--- src/common/wtb_pkg.sv ---
package wtb_pkg;
  // ---------------------------------------------------------------
  // byte bus map of the timer
  // ---------------------------------------------------------------
  localparam int          ADDR_W  = 4;
  localparam logic [3:0]  A_CNT   = 4'h0;
  localparam logic [3:0]  A_CMPA  = 4'h2;
  localparam logic [3:0]  A_CMPB  = 4'h4;
  localparam logic [3:0]  A_CMPC  = 4'h6;
  localparam logic [3:0]  A_CAP   = 4'h8;
  localparam logic [3:0]  A_CTRLA = 4'ha;
  localparam logic [3:0]  A_CTRLB = 4'hb;
  localparam logic [3:0]  A_CTRLC = 4'hc;
  localparam logic [3:0]  A_FLAG  = 4'hd;
  localparam logic [3:0]  A_MASK  = 4'he;
  localparam int          NUM_CMP = 3;
  // ---------------------------------------------------------------
  // fields
  // ---------------------------------------------------------------
  localparam int          NUM_FLAGS = 5;
  localparam int          F_OVF   = 0;
  localparam int          F_MATCH = 1;
  localparam int          F_CAP   = 4;
  localparam int          CA_TOP  = 0;
  localparam int          CA_PWM  = 3;
  localparam int          CB_CS   = 0;
  localparam int          CB_EDGE = 3;
  localparam int          CB_SRC  = 4;
  localparam int          CB_FILT = 5;
  localparam int          CC_FORCE = 0;
  localparam logic [2:0]  TOP_MAX = 3'h0;
  localparam logic [2:0]  TOP_8   = 3'h1;
  localparam logic [2:0]  TOP_9   = 3'h2;
  localparam logic [2:0]  TOP_10  = 3'h3;
  localparam logic [2:0]  TOP_CMPA = 3'h4;
  localparam logic [2:0]  TOP_CAP = 3'h5;
  localparam logic [2:0]  CS_STOP = 3'h0;
  localparam logic [2:0]  CS_DIV1 = 3'h1;
  localparam logic [2:0]  CS_DIV8 = 3'h2;
  localparam logic [2:0]  CS_DIV64 = 3'h3;
  localparam logic [2:0]  CS_DIV256 = 3'h4;
  localparam logic [2:0]  CS_DIV1024 = 3'h5;
  localparam logic [2:0]  CS_EXT_FALL = 3'h6;
  localparam logic [2:0]  CS_EXT_RISE = 3'h7;
  localparam logic [15:0] VAL_BOTTOM = 16'h0000;
  localparam logic [15:0] VAL_MAX  = 16'hffff;
  localparam logic [15:0] VAL_TOP8 = 16'h00ff;
  localparam logic [15:0] VAL_TOP9 = 16'h01ff;
  localparam logic [15:0] VAL_TOP10 = 16'h03ff;
  localparam int          PRE_W    = 10;
  localparam int          FILT_LEN = 4;
  // ---------------------------------------------------------------
  // controller registers on axi4-lite
  // ---------------------------------------------------------------
  localparam int          AXI_AW  = 8;
  localparam logic [7:0]  H_ADDR  = 8'h00;
  localparam logic [7:0]  H_WDATA = 8'h04;
  localparam logic [7:0]  H_CTRL  = 8'h08;
  localparam logic [7:0]  H_STAT  = 8'h0c;
  localparam logic [7:0]  H_RDATA = 8'h10;
  localparam int          HC_GO   = 0;
  localparam int          HC_READ = 1;
  localparam int          HC_WIDE = 2;
  localparam int          HC_PWR  = 3;
  localparam logic [1:0]  RESP_OKAY = 2'h0;
  localparam logic [1:0]  RESP_SLVERR = 2'h2;
endpackage

--- src/common/wtb_if.sv ---
`timescale 1ns/1ps
interface wtb_if;
  logic [3:0] addr;
  logic [7:0] wdata;
  logic       wr;
  logic       rd;
  logic [7:0] rdata;
  logic       rdValid;
  logic       powerOff;
  logic       irq;
  modport dev  (input addr, wdata, wr, rd, powerOff, output rdata, rdValid, irq);
  modport host (output addr, wdata, wr, rd, powerOff, input rdata, rdValid, irq);
endinterface

--- src/verilog/wtb_device.sv ---
// What this block does
// - wide registers take two byte accesses
// - one shared high-byte staging register
// - low write loads staged high plus low
// - low counter or capture read copies high into staging
// - compare reads bypass staging register
// - write high first; read low first
// - wide accesses must not be interleaved
// - power-off bit keeps timer disabled
// - counter advances only on timer tick
// - double-buffered compares drive output pins
// - compare match sets channel match flag
// - three independent compare channels A B C
// - capture event copies counter to capture
// - capture input passes noise filter
// - top from mode: fixed, cmpA, capture
// - cmpA as pwm top: no A output
// - bottom at 0x0000, max at 0xffff
// - all requests flagged and individually masked
// - five interrupt sources per timer
// - control registers plain single-byte access
// - counter write beats count or clear
// - capture writable only in capture-top mode
//
// Local design decisions: register access over AXI4-Lite and the register offsets.
`timescale 1ns/1ps
module wtb_device
  import wtb_pkg::*;
#(
  parameter int PRE_BITS  = PRE_W,
  parameter int FILT_CNT  = FILT_LEN
)(
  input  wire logic mclk,
  input  wire logic rst_n,
  wtb_if.dev        bus,
  input  wire logic capturePin,
  input  wire logic externalCountPin,
  input  wire logic comparatorOut,
  output logic      compareOutputA,
  output logic      compareOutputB,
  output logic      compareOutputC
);
  // ---------------------------------------------------------------
  // bus decode
  // ---------------------------------------------------------------
  logic        wrEn, rdEn, isWide, isCmp, byteHigh;
  logic [2:0]  wideIdx;
  logic [15:0] wideSel;
  logic [7:0]  stageHigh_q;
  logic [15:0] counterValue_q, captureValue_q;
  logic [15:0] cmpBuf_q [NUM_CMP];
  logic [15:0] cmpAct_q [NUM_CMP];
  logic [7:0]  controlRegisterA_q, controlRegisterB_q;
  logic [NUM_FLAGS-1:0] timerFlag_q, timerMask_q;
  logic [7:0]  rdata_q;
  logic        rdValid_q, irq_q;

  assign wrEn     = bus.wr & ~bus.powerOff;
  assign rdEn     = bus.rd & ~bus.powerOff;
  assign byteHigh = bus.addr[0];
  assign wideIdx  = bus.addr[3:1];
  assign isWide   = bus.addr < A_CTRLA;
  assign isCmp    = (bus.addr[3:1] >= A_CMPA[3:1]) && (bus.addr[3:1] <= A_CMPC[3:1]);

  always_comb begin
    case (wideIdx)
      A_CNT[3:1]:  wideSel = counterValue_q;
      A_CMPA[3:1]: wideSel = cmpBuf_q[0];
      A_CMPB[3:1]: wideSel = cmpBuf_q[1];
      A_CMPC[3:1]: wideSel = cmpBuf_q[2];
      A_CAP[3:1]:  wideSel = captureValue_q;
      default:     wideSel = VAL_BOTTOM;
    endcase
  end

  // one staging byte serves every wide register
  always_ff @(posedge mclk or negedge rst_n) begin
    if (!rst_n) begin
      stageHigh_q <= 8'h00;
    end else if (wrEn && isWide && byteHigh) begin
      stageHigh_q <= bus.wdata;
    end else if (rdEn && isWide && !byteHigh && !isCmp) begin
      stageHigh_q <= wideSel[15:8];
    end
  end

  // ---------------------------------------------------------------
  // control, mask
  // ---------------------------------------------------------------
  always_ff @(posedge mclk or negedge rst_n) begin
    if (!rst_n) begin
      controlRegisterA_q <= 8'h00;
      controlRegisterB_q <= 8'h00;
      timerMask_q        <= '0;
    end else if (wrEn) begin
      if (bus.addr == A_CTRLA) controlRegisterA_q <= bus.wdata;
      if (bus.addr == A_CTRLB) controlRegisterB_q <= bus.wdata;
      if (bus.addr == A_MASK)  timerMask_q <= bus.wdata[NUM_FLAGS-1:0];
    end
  end

  logic [2:0]  topSel, clkSel;
  logic        pwmMode, forceWr;
  assign topSel  = controlRegisterA_q[CA_TOP +: 3];
  assign pwmMode = controlRegisterA_q[CA_PWM];
  assign clkSel  = controlRegisterB_q[CB_CS +: 3];
  // force strobes act in the write cycle only and read back as zero
  assign forceWr = wrEn && (bus.addr == A_CTRLC);

  // ---------------------------------------------------------------
  // pin synchronisers: bit0 ext count, bit1 capture, bit2 comparator
  // ---------------------------------------------------------------
  logic [2:0] sync1_q, sync2_q, sync3_q, pinLevel_q;
  always_ff @(posedge mclk or negedge rst_n) begin
    if (!rst_n) begin
      sync1_q    <= 3'h0;
      sync2_q    <= 3'h0;
      sync3_q    <= 3'h0;
      pinLevel_q <= 3'h0;
    end else begin
      sync1_q    <= {comparatorOut, capturePin, externalCountPin};
      sync2_q    <= sync1_q;
      sync3_q    <= sync2_q;
      pinLevel_q <= (sync3_q & ~(sync2_q ^ sync3_q)) | (pinLevel_q & (sync2_q ^ sync3_q));
    end
  end

  // ---------------------------------------------------------------
  // clock select and prescaler
  // ---------------------------------------------------------------
  logic [PRE_BITS-1:0] preCnt_q;
  logic                extPrev_q, tick;
  always_ff @(posedge mclk or negedge rst_n) begin
    if (!rst_n) begin
      preCnt_q  <= '0;
      extPrev_q <= 1'b0;
    end else begin
      extPrev_q <= pinLevel_q[0];
      if (bus.powerOff || clkSel == CS_STOP) preCnt_q <= '0;
      else preCnt_q <= preCnt_q + 1'b1;
    end
  end

  always_comb begin
    case (clkSel)
      CS_DIV1:     tick = 1'b1;
      CS_DIV8:     tick = &preCnt_q[2:0];
      CS_DIV64:    tick = &preCnt_q[5:0];
      CS_DIV256:   tick = &preCnt_q[7:0];
      CS_DIV1024:  tick = &preCnt_q[9:0];
      CS_EXT_FALL: tick = extPrev_q & ~pinLevel_q[0];
      CS_EXT_RISE: tick = ~extPrev_q & pinLevel_q[0];
      default:     tick = 1'b0;
    endcase
    if (bus.powerOff) tick = 1'b0;
  end

  // ---------------------------------------------------------------
  // counter
  // ---------------------------------------------------------------
  logic [15:0] topVal;
  logic        atTop, atBottom, atMax;
  assign atBottom = counterValue_q == VAL_BOTTOM;
  assign atMax    = counterValue_q == VAL_MAX;
  always_comb begin
    case (topSel)
      TOP_8:    topVal = VAL_TOP8;
      TOP_9:    topVal = VAL_TOP9;
      TOP_10:   topVal = VAL_TOP10;
      TOP_CMPA: topVal = cmpAct_q[0];
      TOP_CAP:  topVal = captureValue_q;
      default:  topVal = VAL_MAX;
    endcase
  end
  assign atTop = (topSel == TOP_MAX) ? atMax : (counterValue_q == topVal);

  always_ff @(posedge mclk or negedge rst_n) begin
    if (!rst_n) begin
      counterValue_q <= VAL_BOTTOM;
    end else if (wrEn && bus.addr == A_CNT) begin
      counterValue_q <= {stageHigh_q, bus.wdata};
    end else if (tick) begin
      if (atTop) counterValue_q <= VAL_BOTTOM;
      else counterValue_q <= counterValue_q + 16'h0001;
    end
  end

  // ---------------------------------------------------------------
  // compare channels
  // ---------------------------------------------------------------
  logic [NUM_CMP-1:0] matchEv, cmpOut_q;
  genvar ch;
  generate
    for (ch = 0; ch < NUM_CMP; ch++) begin : g_cmp
      localparam logic [2:0] IDX = 3'(A_CMPA[3:1] + ch);
      always_ff @(posedge mclk or negedge rst_n) begin
        if (!rst_n) begin
          cmpBuf_q[ch] <= VAL_BOTTOM;
          cmpAct_q[ch] <= VAL_BOTTOM;
          cmpOut_q[ch] <= 1'b0;
        end else begin
          if (wrEn && wideIdx == IDX && !byteHigh) begin
            cmpBuf_q[ch] <= {stageHigh_q, bus.wdata};
          end
          // pwm picks the new value up only at the period end, so no runt pulse
          if (!pwmMode || (tick && atTop)) cmpAct_q[ch] <= cmpBuf_q[ch];
          if (pwmMode) begin
            if (matchEv[ch]) cmpOut_q[ch] <= 1'b0;
            else if (tick && atBottom) cmpOut_q[ch] <= 1'b1;
          end else if (matchEv[ch] || (forceWr && bus.wdata[CC_FORCE + ch])) begin
            cmpOut_q[ch] <= ~cmpOut_q[ch];
          end
        end
      end
      assign matchEv[ch] = tick && (counterValue_q == cmpAct_q[ch]);
    end
  endgenerate

  assign compareOutputA = cmpOut_q[0] & ~(pwmMode && topSel == TOP_CMPA);
  assign compareOutputB = cmpOut_q[1];
  assign compareOutputC = cmpOut_q[2];

  // ---------------------------------------------------------------
  // input capture with noise filter
  // ---------------------------------------------------------------
  logic                capSrc, capEv, filtLevel_q, capPrev_q;
  logic [$clog2(FILT_CNT+1)-1:0] filtCnt_q;
  assign capSrc = controlRegisterB_q[CB_SRC] ? pinLevel_q[2] : pinLevel_q[1];
  always_ff @(posedge mclk or negedge rst_n) begin
    if (!rst_n) begin
      filtLevel_q <= 1'b0;
      filtCnt_q   <= '0;
      capPrev_q   <= 1'b0;
    end else begin
      capPrev_q <= filtLevel_q;
      if (!controlRegisterB_q[CB_FILT] || capSrc == filtLevel_q) begin
        filtLevel_q <= capSrc;
        filtCnt_q   <= '0;
      end else if (filtCnt_q == ($clog2(FILT_CNT+1))'(FILT_CNT - 1)) begin
        filtLevel_q <= capSrc;
        filtCnt_q   <= '0;
      end else begin
        filtCnt_q <= filtCnt_q + 1'b1;
      end
    end
  end
  assign capEv = (filtLevel_q != capPrev_q) && (filtLevel_q == controlRegisterB_q[CB_EDGE])
                 && !bus.powerOff;

  always_ff @(posedge mclk or negedge rst_n) begin
    if (!rst_n) begin
      captureValue_q <= VAL_BOTTOM;
    end else if (capEv) begin
      captureValue_q <= counterValue_q;
    end else if (wrEn && bus.addr == A_CAP && topSel == TOP_CAP) begin
      captureValue_q <= {stageHigh_q, bus.wdata};
    end
  end

  // ---------------------------------------------------------------
  // flags: set wins over write-one-to-clear
  // ---------------------------------------------------------------
  logic [NUM_FLAGS-1:0] flagSet, flagClr;
  assign flagSet = {capEv, matchEv, tick && atTop};
  assign flagClr = (wrEn && bus.addr == A_FLAG) ? bus.wdata[NUM_FLAGS-1:0] : '0;
  always_ff @(posedge mclk or negedge rst_n) begin
    if (!rst_n) begin
      timerFlag_q <= '0;
      irq_q       <= 1'b0;
    end else begin
      timerFlag_q <= (timerFlag_q & ~flagClr) | flagSet;
      irq_q       <= |(timerFlag_q & timerMask_q);
    end
  end

  // ---------------------------------------------------------------
  // read port: data one cycle after the strobe
  // ---------------------------------------------------------------
  always_ff @(posedge mclk or negedge rst_n) begin
    if (!rst_n) begin
      rdata_q   <= 8'h00;
      rdValid_q <= 1'b0;
    end else begin
      rdValid_q <= rdEn;
      if (rdEn) begin
        if (isWide && !byteHigh) rdata_q <= wideSel[7:0];
        else if (isWide && isCmp) rdata_q <= wideSel[15:8];
        else if (isWide) rdata_q <= stageHigh_q;
        else begin
          case (bus.addr)
            A_CTRLA: rdata_q <= controlRegisterA_q;
            A_CTRLB: rdata_q <= controlRegisterB_q;
            A_FLAG:  rdata_q <= 8'(timerFlag_q);
            A_MASK:  rdata_q <= 8'(timerMask_q);
            default: rdata_q <= 8'h00;
          endcase
        end
      end
    end
  end

  assign bus.rdata   = rdata_q;
  assign bus.rdValid = rdValid_q;
  assign bus.irq     = irq_q;
endmodule

--- src/flat_wrapper.sv ---
// flat-port wrapper written by rule: the top's interface ports become plain ports
module wtb_device_flat import wtb_pkg::*;
#(
  parameter int PRE_BITS  = PRE_W,
  parameter int FILT_CNT  = FILT_LEN
)
  (mclk, rst_n, capturePin, externalCountPin, comparatorOut, compareOutputA, compareOutputB, compareOutputC, bus_addr, bus_wdata, bus_wr, bus_rd, bus_powerOff, bus_rdata, bus_rdValid, bus_irq);
  wtb_if bus_i ();
  input  wire logic mclk;
  input  wire logic rst_n;
  input  wire logic capturePin;
  input  wire logic externalCountPin;
  input  wire logic comparatorOut;
  output logic compareOutputA;
  output logic compareOutputB;
  output logic compareOutputC;
  input wire logic [$bits(bus_i.addr)-1:0] bus_addr;
  input wire logic [$bits(bus_i.wdata)-1:0] bus_wdata;
  input wire logic [$bits(bus_i.wr)-1:0] bus_wr;
  input wire logic [$bits(bus_i.rd)-1:0] bus_rd;
  input wire logic [$bits(bus_i.powerOff)-1:0] bus_powerOff;
  output wire logic [$bits(bus_i.rdata)-1:0] bus_rdata;
  output wire logic [$bits(bus_i.rdValid)-1:0] bus_rdValid;
  output wire logic [$bits(bus_i.irq)-1:0] bus_irq;
  assign bus_i.addr = bus_addr;
  assign bus_i.wdata = bus_wdata;
  assign bus_i.wr = bus_wr;
  assign bus_i.rd = bus_rd;
  assign bus_i.powerOff = bus_powerOff;
  assign bus_rdata = bus_i.rdata;
  assign bus_rdValid = bus_i.rdValid;
  assign bus_irq = bus_i.irq;
  wtb_device #(.PRE_BITS(PRE_BITS), .FILT_CNT(FILT_CNT)) u_core (.mclk(mclk), .rst_n(rst_n), .bus(bus_i), .capturePin(capturePin), .externalCountPin(externalCountPin), .comparatorOut(comparatorOut), .compareOutputA(compareOutputA), .compareOutputB(compareOutputB), .compareOutputC(compareOutputC));
endmodule
--- config.mk ---
export PLATFORM = sky130hd
export DESIGN_NAME = wtb_device_flat
export DESIGN_NICKNAME = d
export VERILOG_FILES = /design/src/common/wtb_pkg.sv /design/src/common/wtb_if.sv /design/src/verilog/wtb_device.sv /design/src/flat_wrapper.sv
export SDC_FILE = /design/constraint.sdc
export NUM_CORES = 1
export LEC_CHECK = 0
export BUFFER_PORTS_ARGS = -buffer_cell sky130_fd_sc_hd__buf_2
export CAP_MARGIN = 20
export CELL_PAD_IN_SITES_DETAIL_PLACEMENT = 2
export CELL_PAD_IN_SITES_GLOBAL_PLACEMENT = 2
export CORE_ASPECT_RATIO = 0.5
export CORE_MARGIN = 1
export CORE_UTILIZATION = 33
export CTS_BUF_LIST = sky130_fd_sc_hd__clkbuf_2 sky130_fd_sc_hd__clkbuf_4 sky130_fd_sc_hd__clkbuf_8
export DETAILED_ROUTE_END_ITERATION = 8
export PLACE_DENSITY_LB_ADDON = 0.25
export SLEW_MARGIN = 5
export SYNTH_ARGS = -nofsm -noshare
export SYNTH_HDL_FRONTEND = slang
export SYNTH_SLANG_ARGS = --single-unit
--- constraint.sdc ---
create_clock -name mclk -period 8.7 [get_ports mclk]
set_input_delay 1.305 -clock mclk [delete_from_list [all_inputs] [get_ports mclk]]
set_output_delay 1.305 -clock mclk [all_outputs]
set_load 0.05 [all_outputs]
After elaboration in Yosys (flattened, before gate mapping)

Cells that the tools add are included.

Register bits after elaboration: 203
Logic and storage cells: 186

$add $sub $neg: 3
Order comparisons: 3
Equality and inequality tests: 34
Muxes and demuxes: 33
Bitwise gates (word level): 21
Reductions and logical operators: 64

Operators with widths:

| cell                                                            | count |
|---|---|
| 16-bit one-hot mux with 5 select lines                          | 2 |
| 16-bit two-way mux                                              | 5 |
| 16-bit == test                                                  | 4 |
| 8-bit two-way mux                                               | 5 |
| 8-bit one-hot mux with 4 select lines                           | 1 |
| 1-bit logical AND                                               | 30 |
| 4-bit == test, second input constant                            | 6 |
| 3-bit by 2-bit == test with 1-bit output, second input constant | 7 |
| 3-bit == test, second input constant                            | 7 |
| 16-bit by 1-bit adder with 16-bit output, second input constant | 1 |
| 16-bit == test, second input constant                           | 1 |
| 16-bit logical NOT                                              | 1 |
| 1-bit two-way mux                                               | 15 |
| 2-bit nonzero test                                              | 7 |
| 2-bit AND reduction                                             | 6 |
| 10-bit by 1-bit adder with 10-bit output, second input constant | 1 |
| 5-bit bitwise AND                                               | 2 |
| 10-bit two-way mux                                              | 1 |
| 10-bit AND reduction                                            | 1 |
| 3-bit by 1-bit == test with 1-bit output, second input constant | 3 |
| 3-bit logical NOT                                               | 3 |
| 3-bit != test, second input constant                            | 3 |
| 8-bit AND reduction                                             | 1 |
| 1-bit NOT                                                       | 7 |
| other kinds (22)                                                | 38 |

Depth between registers and ports, before layout

Word-level depth: 8
Gate-level depth with buffers: 15

Worst setup path after synthesis

Ideal clock, no wire load.

Path type: register to register
Start: register u_core.controlRegisterA_q[2]
End: register u_core.cmpAct_q[0] in the netlist's numbering
Setup time: 0.125 ns
Arrival time: 3.524 ns
Required time: 8.575 ns
Path slack: 5.051 ns
Cell stages (with the launch flop): 16
Buffers on the path: 6
Period minus slack after synthesis: 3.649 ns
Cell sequence: dfrtp_1 -> buf_2 -> buf_1 -> inv_1 -> ha_1 -> buf_2 -> clkbuf_1 -> nor2_1 -> a221oi_1 -> xnor2_1 -> o211ai_1 -> or4_4 -> o31a_1 -> buf_6 -> buf_6 -> mux2_4

Word-level cells in the longest chain between the ends: 6
Elaborated cells between the ends (all ways): 11
Those cells by class: eq/ne: 6; mux: 2; reduce/logical: 3

Ends and longest elaborated chain:

| element                                | RTL line          | source |
|---|---|---|
| start: declaration                     | wtb_device.sv:53  | `logic [7:0] controlRegisterA_q, controlRegisterB_q;` |
| start signal: assignment               | wtb_device.sv:96  | `if (bus.addr == A_CTRLA) controlRegisterA_q <= bus.wdata;` |
| 3-bit == test (tied with other cells)  | wtb_device.sv:166 | `case (topSel)` |
| 16-bit one-hot mux with 5 select lines | wtb_device.sv:166 |  |
| 16-bit == test                         | wtb_device.sv:175 | `assign atTop = (topSel == TOP_MAX) ? atMax : (counterValue_q == topVal);` |
| 1-bit two-way mux *                    | wtb_device.sv:175 |  |
| 1-bit logical AND *                    | wtb_device.sv:206 | `if (!pwmMode \|\| (tick && atTop)) cmpAct_q[ch] <= cmpBuf_q[ch];` |
| 1-bit logical OR *                     | wtb_device.sv:206 |  |
| end signal: indexed assignment         | wtb_device.sv:206 |  |
| end: declaration                       | wtb_device.sv:52  | `logic [15:0] cmpAct_q [NUM_CMP];` |

Mark *: on every way between the ends. The rest lies on a longest branch, timed or not.
A chain may end at the register's enable or synchronous reset.

Worst setup path after layout

Start: register u_core.controlRegisterA_q[2]
End: register u_core.cmpAct_q[22] in the netlist's numbering

The elaborated chain is that of the path after synthesis.

==> metrics.log <==
INFO  metric critical_path.reg2reg.endpoint = u_core.cmpAct_q[22]
INFO  metric grt_pass1_wl = 60.7 mm
INFO  metric whs_path_depth = 0
INFO  metric worst-setup-path-type = flop to flop
INFO  metric synth.distinct_cells = 64
INFO  metric worst_ep_required_time = 9.15 ns
INFO  metric area_of_the_mapped_netlist = 0.0110 sq mm
INFO  metric drv_cap = 0
INFO  metric crit_buf_inv = 2
INFO  metric yosys.area.top_type_share = 0.461
INFO  metric placement.cell_area = 0.0115 sq mm
INFO  metric worst-slew-pin-transition = 1.15 ns
INFO  metric layout-drive-gt1-share = 0.226
INFO  metric ys_seq_elements = 203
INFO  metric cp_cell_sequence = inv_1 -> ha_1 -> nor2_1 -> o21ai_1 -> a211oi_1 -> nor4_1 -> or4_4 -> o31a_2 -> buf_4 -> mux2_2
INFO  metric grt_setup_unrepaired = no
INFO  metric crit_path_max_fanout = 48
INFO  metric finalWorstPathRequiredPeriod = 4.45 ns
INFO  metric fmax = 225 MHz
INFO  metric finalHoldWorstSlack = 0.345 ns
INFO  metric antenna_violating_nets_post_route = 0
INFO  metric cts_buffers = 36
INFO  metric final-seq-area = 0.00508 sq mm
INFO  metric routabilityCongestion = 0.854
INFO  metric static-leakage-power = 5.41 nW
INFO  metric final-instance-count-excl-fill = 1,528
INFO  metric top_level_ports = 33
INFO  metric synthTopCellsByArea = dfrtp_1 (46%), mux2_2 (10%), xor2_1 (4.3%), mux2i_1 (4.1%), nand2_1 (3.0%)
INFO  metric end_of_the_worst_hold_path = u_core.sync2_q[2]
INFO  metric cts_repair_resize_count = 0
INFO  metric synth_top_cell_by_area = dfrtp_1
INFO  metric r2r_slack = 4.25 ns
INFO  metric irDropWorstVdd = 0.0000823 V
INFO  metric synthesis.yosys.warnings = 0
INFO  metric pwr_density_cell = 272 mW/mm^2
INFO  metric instance_count_of_the_mapped_netlist = 1,065
INFO  metric ys.flop_type = dfrtp_1
INFO  metric initial_antenna_violation_count = 1
INFO  metric route.vias.total = 8,771
INFO  metric dpl.cell_count = 1,461
INFO  metric postLayoutCoreUtil = 0.382
INFO  metric hold_buffers = 0
INFO  metric run_status = complete, no violations
INFO  metric cts.sink_count = 203
INFO  metric multiInputGateArea = 0.00554 sq mm
INFO  metric report.final.hold_viol_count = 0
INFO  metric synth_enable_flop_cells = 0
INFO  metric cts_post_setup_buffers_inserted = 0
INFO  metric die_outline_area = 0.0342 sq mm
INFO  metric finish.instance_area = 0.0123 sq mm
INFO  metric floorplan.die.height = 131 um
INFO  metric cpLargestDelayFamily = simple AND/OR/NAND/NOR gates
INFO  metric count_of_cells_along_the_worst_register_to_register_path = 10
INFO  metric timing.final.setup_violations = 0
INFO  metric timing.critical_path.slowest_cell_delay = 0.72 ns
INFO  metric drc = 0
INFO  metric cts_tree = built
INFO  metric postSynthAreaPerCell = 10.3 sq um
INFO  metric clock-root-buffer = clkbuf_8
INFO  metric globalRouteTotalUtil = 0.236
INFO  metric crit_arrival = 4.90 ns
INFO  metric crit_path_start_kind = flop
INFO  metric fillers = 3,457
INFO  metric first_iter_violations = 524
INFO  metric syn_to_final_growth = 11.8%
INFO  metric final_nets = 1,095
INFO  metric std_cell_rows = 46
INFO  metric globalRoute.totalOverflow = 0
INFO  metric skew = 0.0237 ns
INFO  metric wl_per_cell = 25.7 um
INFO  metric clk_path_buf_depth = 3
INFO  metric timing.hold.worst.class = flop to flop
INFO  metric maxSlewHeadroom = 0.230
INFO  metric first_global_vias = 9,544
INFO  metric cell_type_of_the_slowest_stage_on_the_worst_timing_path = dfrtp_1
INFO  metric timing.setup.tns = 0 ns
INFO  metric core_area = 0.0322 sq mm
INFO  metric fin_crit_sh = 0.511
INFO  metric cts.reportedPaths.clkPinSlew = 0.07 ns
INFO  metric via_per_inst = 5.74
INFO  metric synth-async-reset-ratio = 1.00
INFO  metric die_w = 260 um
INFO  metric place_hpwl = 27.5 mm
INFO  metric drt-pass1-iter-count = 5
INFO  metric cts_htree_levels = 2
INFO  metric synthesized_net_count = 1,091
INFO  metric worstReg2RegStart = u_core.controlRegisterA_q[2]
INFO  metric port_buffers = 32
INFO  metric detail_route.wirelength = 39.3 mm
INFO  metric initial_utilization = 0.342
INFO  metric yosysSeqAreaShare = 0.461
INFO  metric grt_start_max_net_pins = 77
INFO  metric clk-insertion-delay-late = 0.58 ns
INFO  metric worstHoldStart = u_core.sync1_q[2]
INFO  metric worstSetupEndpointType = flop
INFO  metric drv_slew = 0
## worst max path at each step
stage | end | from | cells past startpoint | slack, ns
after detailed placement | u_core.cmpAct_q[23] | u_core.controlRegisterA_q[2] | 10 | 4.22
after CTS | u_core.cmpAct_q[22] | u_core.controlRegisterA_q[2] | 10 | 4.23
after floorplan | u_core.cmpAct_q[0] | u_core.controlRegisterA_q[2] | 15 | 5.05
after global routing | u_core.cmpAct_q[16] | u_core.controlRegisterA_q[2] | 10 | 3.94
after global placement | u_core.captureValue_q[15] | bus_addr[1] | 5 | 4.37
final | u_core.cmpAct_q[22] | u_core.controlRegisterA_q[2] | 10 | 4.25
## kinds of logic (layout without fill, tap and decap cells)
group	Yosys count	after routing	share of synthesized area
flip-flops	203	203	0.461
XOR/XNOR	63	63	0.0501
AND/OR/NAND/NOR	307	307	0.140
AO/OA/AOI/OAI	218	218	0.125
other	0	1	0
adder cells (fa/ha/maj)	9	9	0.00954
buffers and inverters	95	125	0.0363
multiplexers	170	170	0.177
## where the power goes
| part | internal, W | leakage (nW) | switching (W) |
|---|---|---|---|
| clock network | 0.000559 | 0.421 | 0.000439 |
| logic | 0.000405 | 2.44 | 0.000507 |
| registers | 0.00115 | 2.54 | 0.000295 |
| total | 0.00211 | 5.41 | 0.00124 |
## layout make-up
class | count | area share
Antenna cell | 1 | 0.000203
Clock buffer | 54 | 0.0548
Clock inverter | 10 | 0.00874
Inverter | 13 | 0.00396
Multi-Input combinational cell | 767 | 0.450
Sequential cell | 203 | 0.413
Tap cell | 432 | 0.0439
Timing Repair Buffer | 48 | 0.0258
## placed cells by master, fill, tap and decap left out, types with 8 or more instances in the layout
cell,netlist,routed
o21ai_0,62,62
nor3_1,11,11
a21oi_1,42,42
inv_1,12,12
buf_4,0,14
o22ai_1,31,31
xnor2_1,9,9
a22oi_1,20,20
or3_1,8,8
nand3_1,43,43
clkbuf_8,0,43
and3_1,19,19
buf_2,5,31
xor2_1,54,54
nor4_1,29,29
nand2_1,87,87
a21o_1,8,8
nor2b_1,10,10
nand4_1,8,8
nor2_1,58,57
a221oi_1,15,15
mux2i_1,45,45
mux2_4,21,21
clkbuf_4,0,11
mux2_2,102,102
dfrtp_1,203,203
## state kept, by name, summed over array words and instances (netlist names), 3 cells and up, named ones only
name and cells:
u_core.timerFlag_q 5, u_core.sync2_q 3, u_core.captureValue_q 16, u_core.timerMask_q 5, u_core.controlRegisterA_q 8, u_core.cmpBuf_q 48, u_core.sync1_q 3, u_core.stageHigh_q 8
u_core.controlRegisterB_q 8, u_core.preCnt_q 10, u_core.bus.rdata 8, u_core.filtCnt_q 3, u_core.cmpAct_q 48, u_core.sync3_q 3, u_core.counterValue_q 16
## cells in the mapped netlist (21+ instances only)
| cell | n |
|---|---|
| clkbuf_1 | 58 |
| nor4_1 | 29 |
| o22ai_1 | 31 |
| xor2_1 | 54 |
| nand3_1 | 43 |
| mux2_4 | 21 |
| a21oi_1 | 42 |
| o21ai_0 | 62 |
| nor2_1 | 58 |
| mux2_2 | 102 |
| dfrtp_1 | 203 |
| nand2_1 | 87 |
| mux2i_1 | 45 |
## per-stage QoR
| step | power (W) | worst slack, ns |
|---|---|---|
| detailed placement | 0.00236 | 4.22 |
| floorplan | 0.00200 | 5.05 |
| global placement | 0.00229 | 4.37 |
| finish | 0.00335 | 4.25 |
| CTS | 0.00338 | 4.23 |
| global route | 0.00353 | 3.94 |
## routing by layer
metal,vias to the layer above,share of wire,GRT usage
li1,3885,-,-
met4,0,0.021,0.0724
met2,203,0.43,0.348
met5,-,0,0
met3,54,0.052,0.0475
met1,4629,0.49,0.344
(Power assumes the default switching activity.)
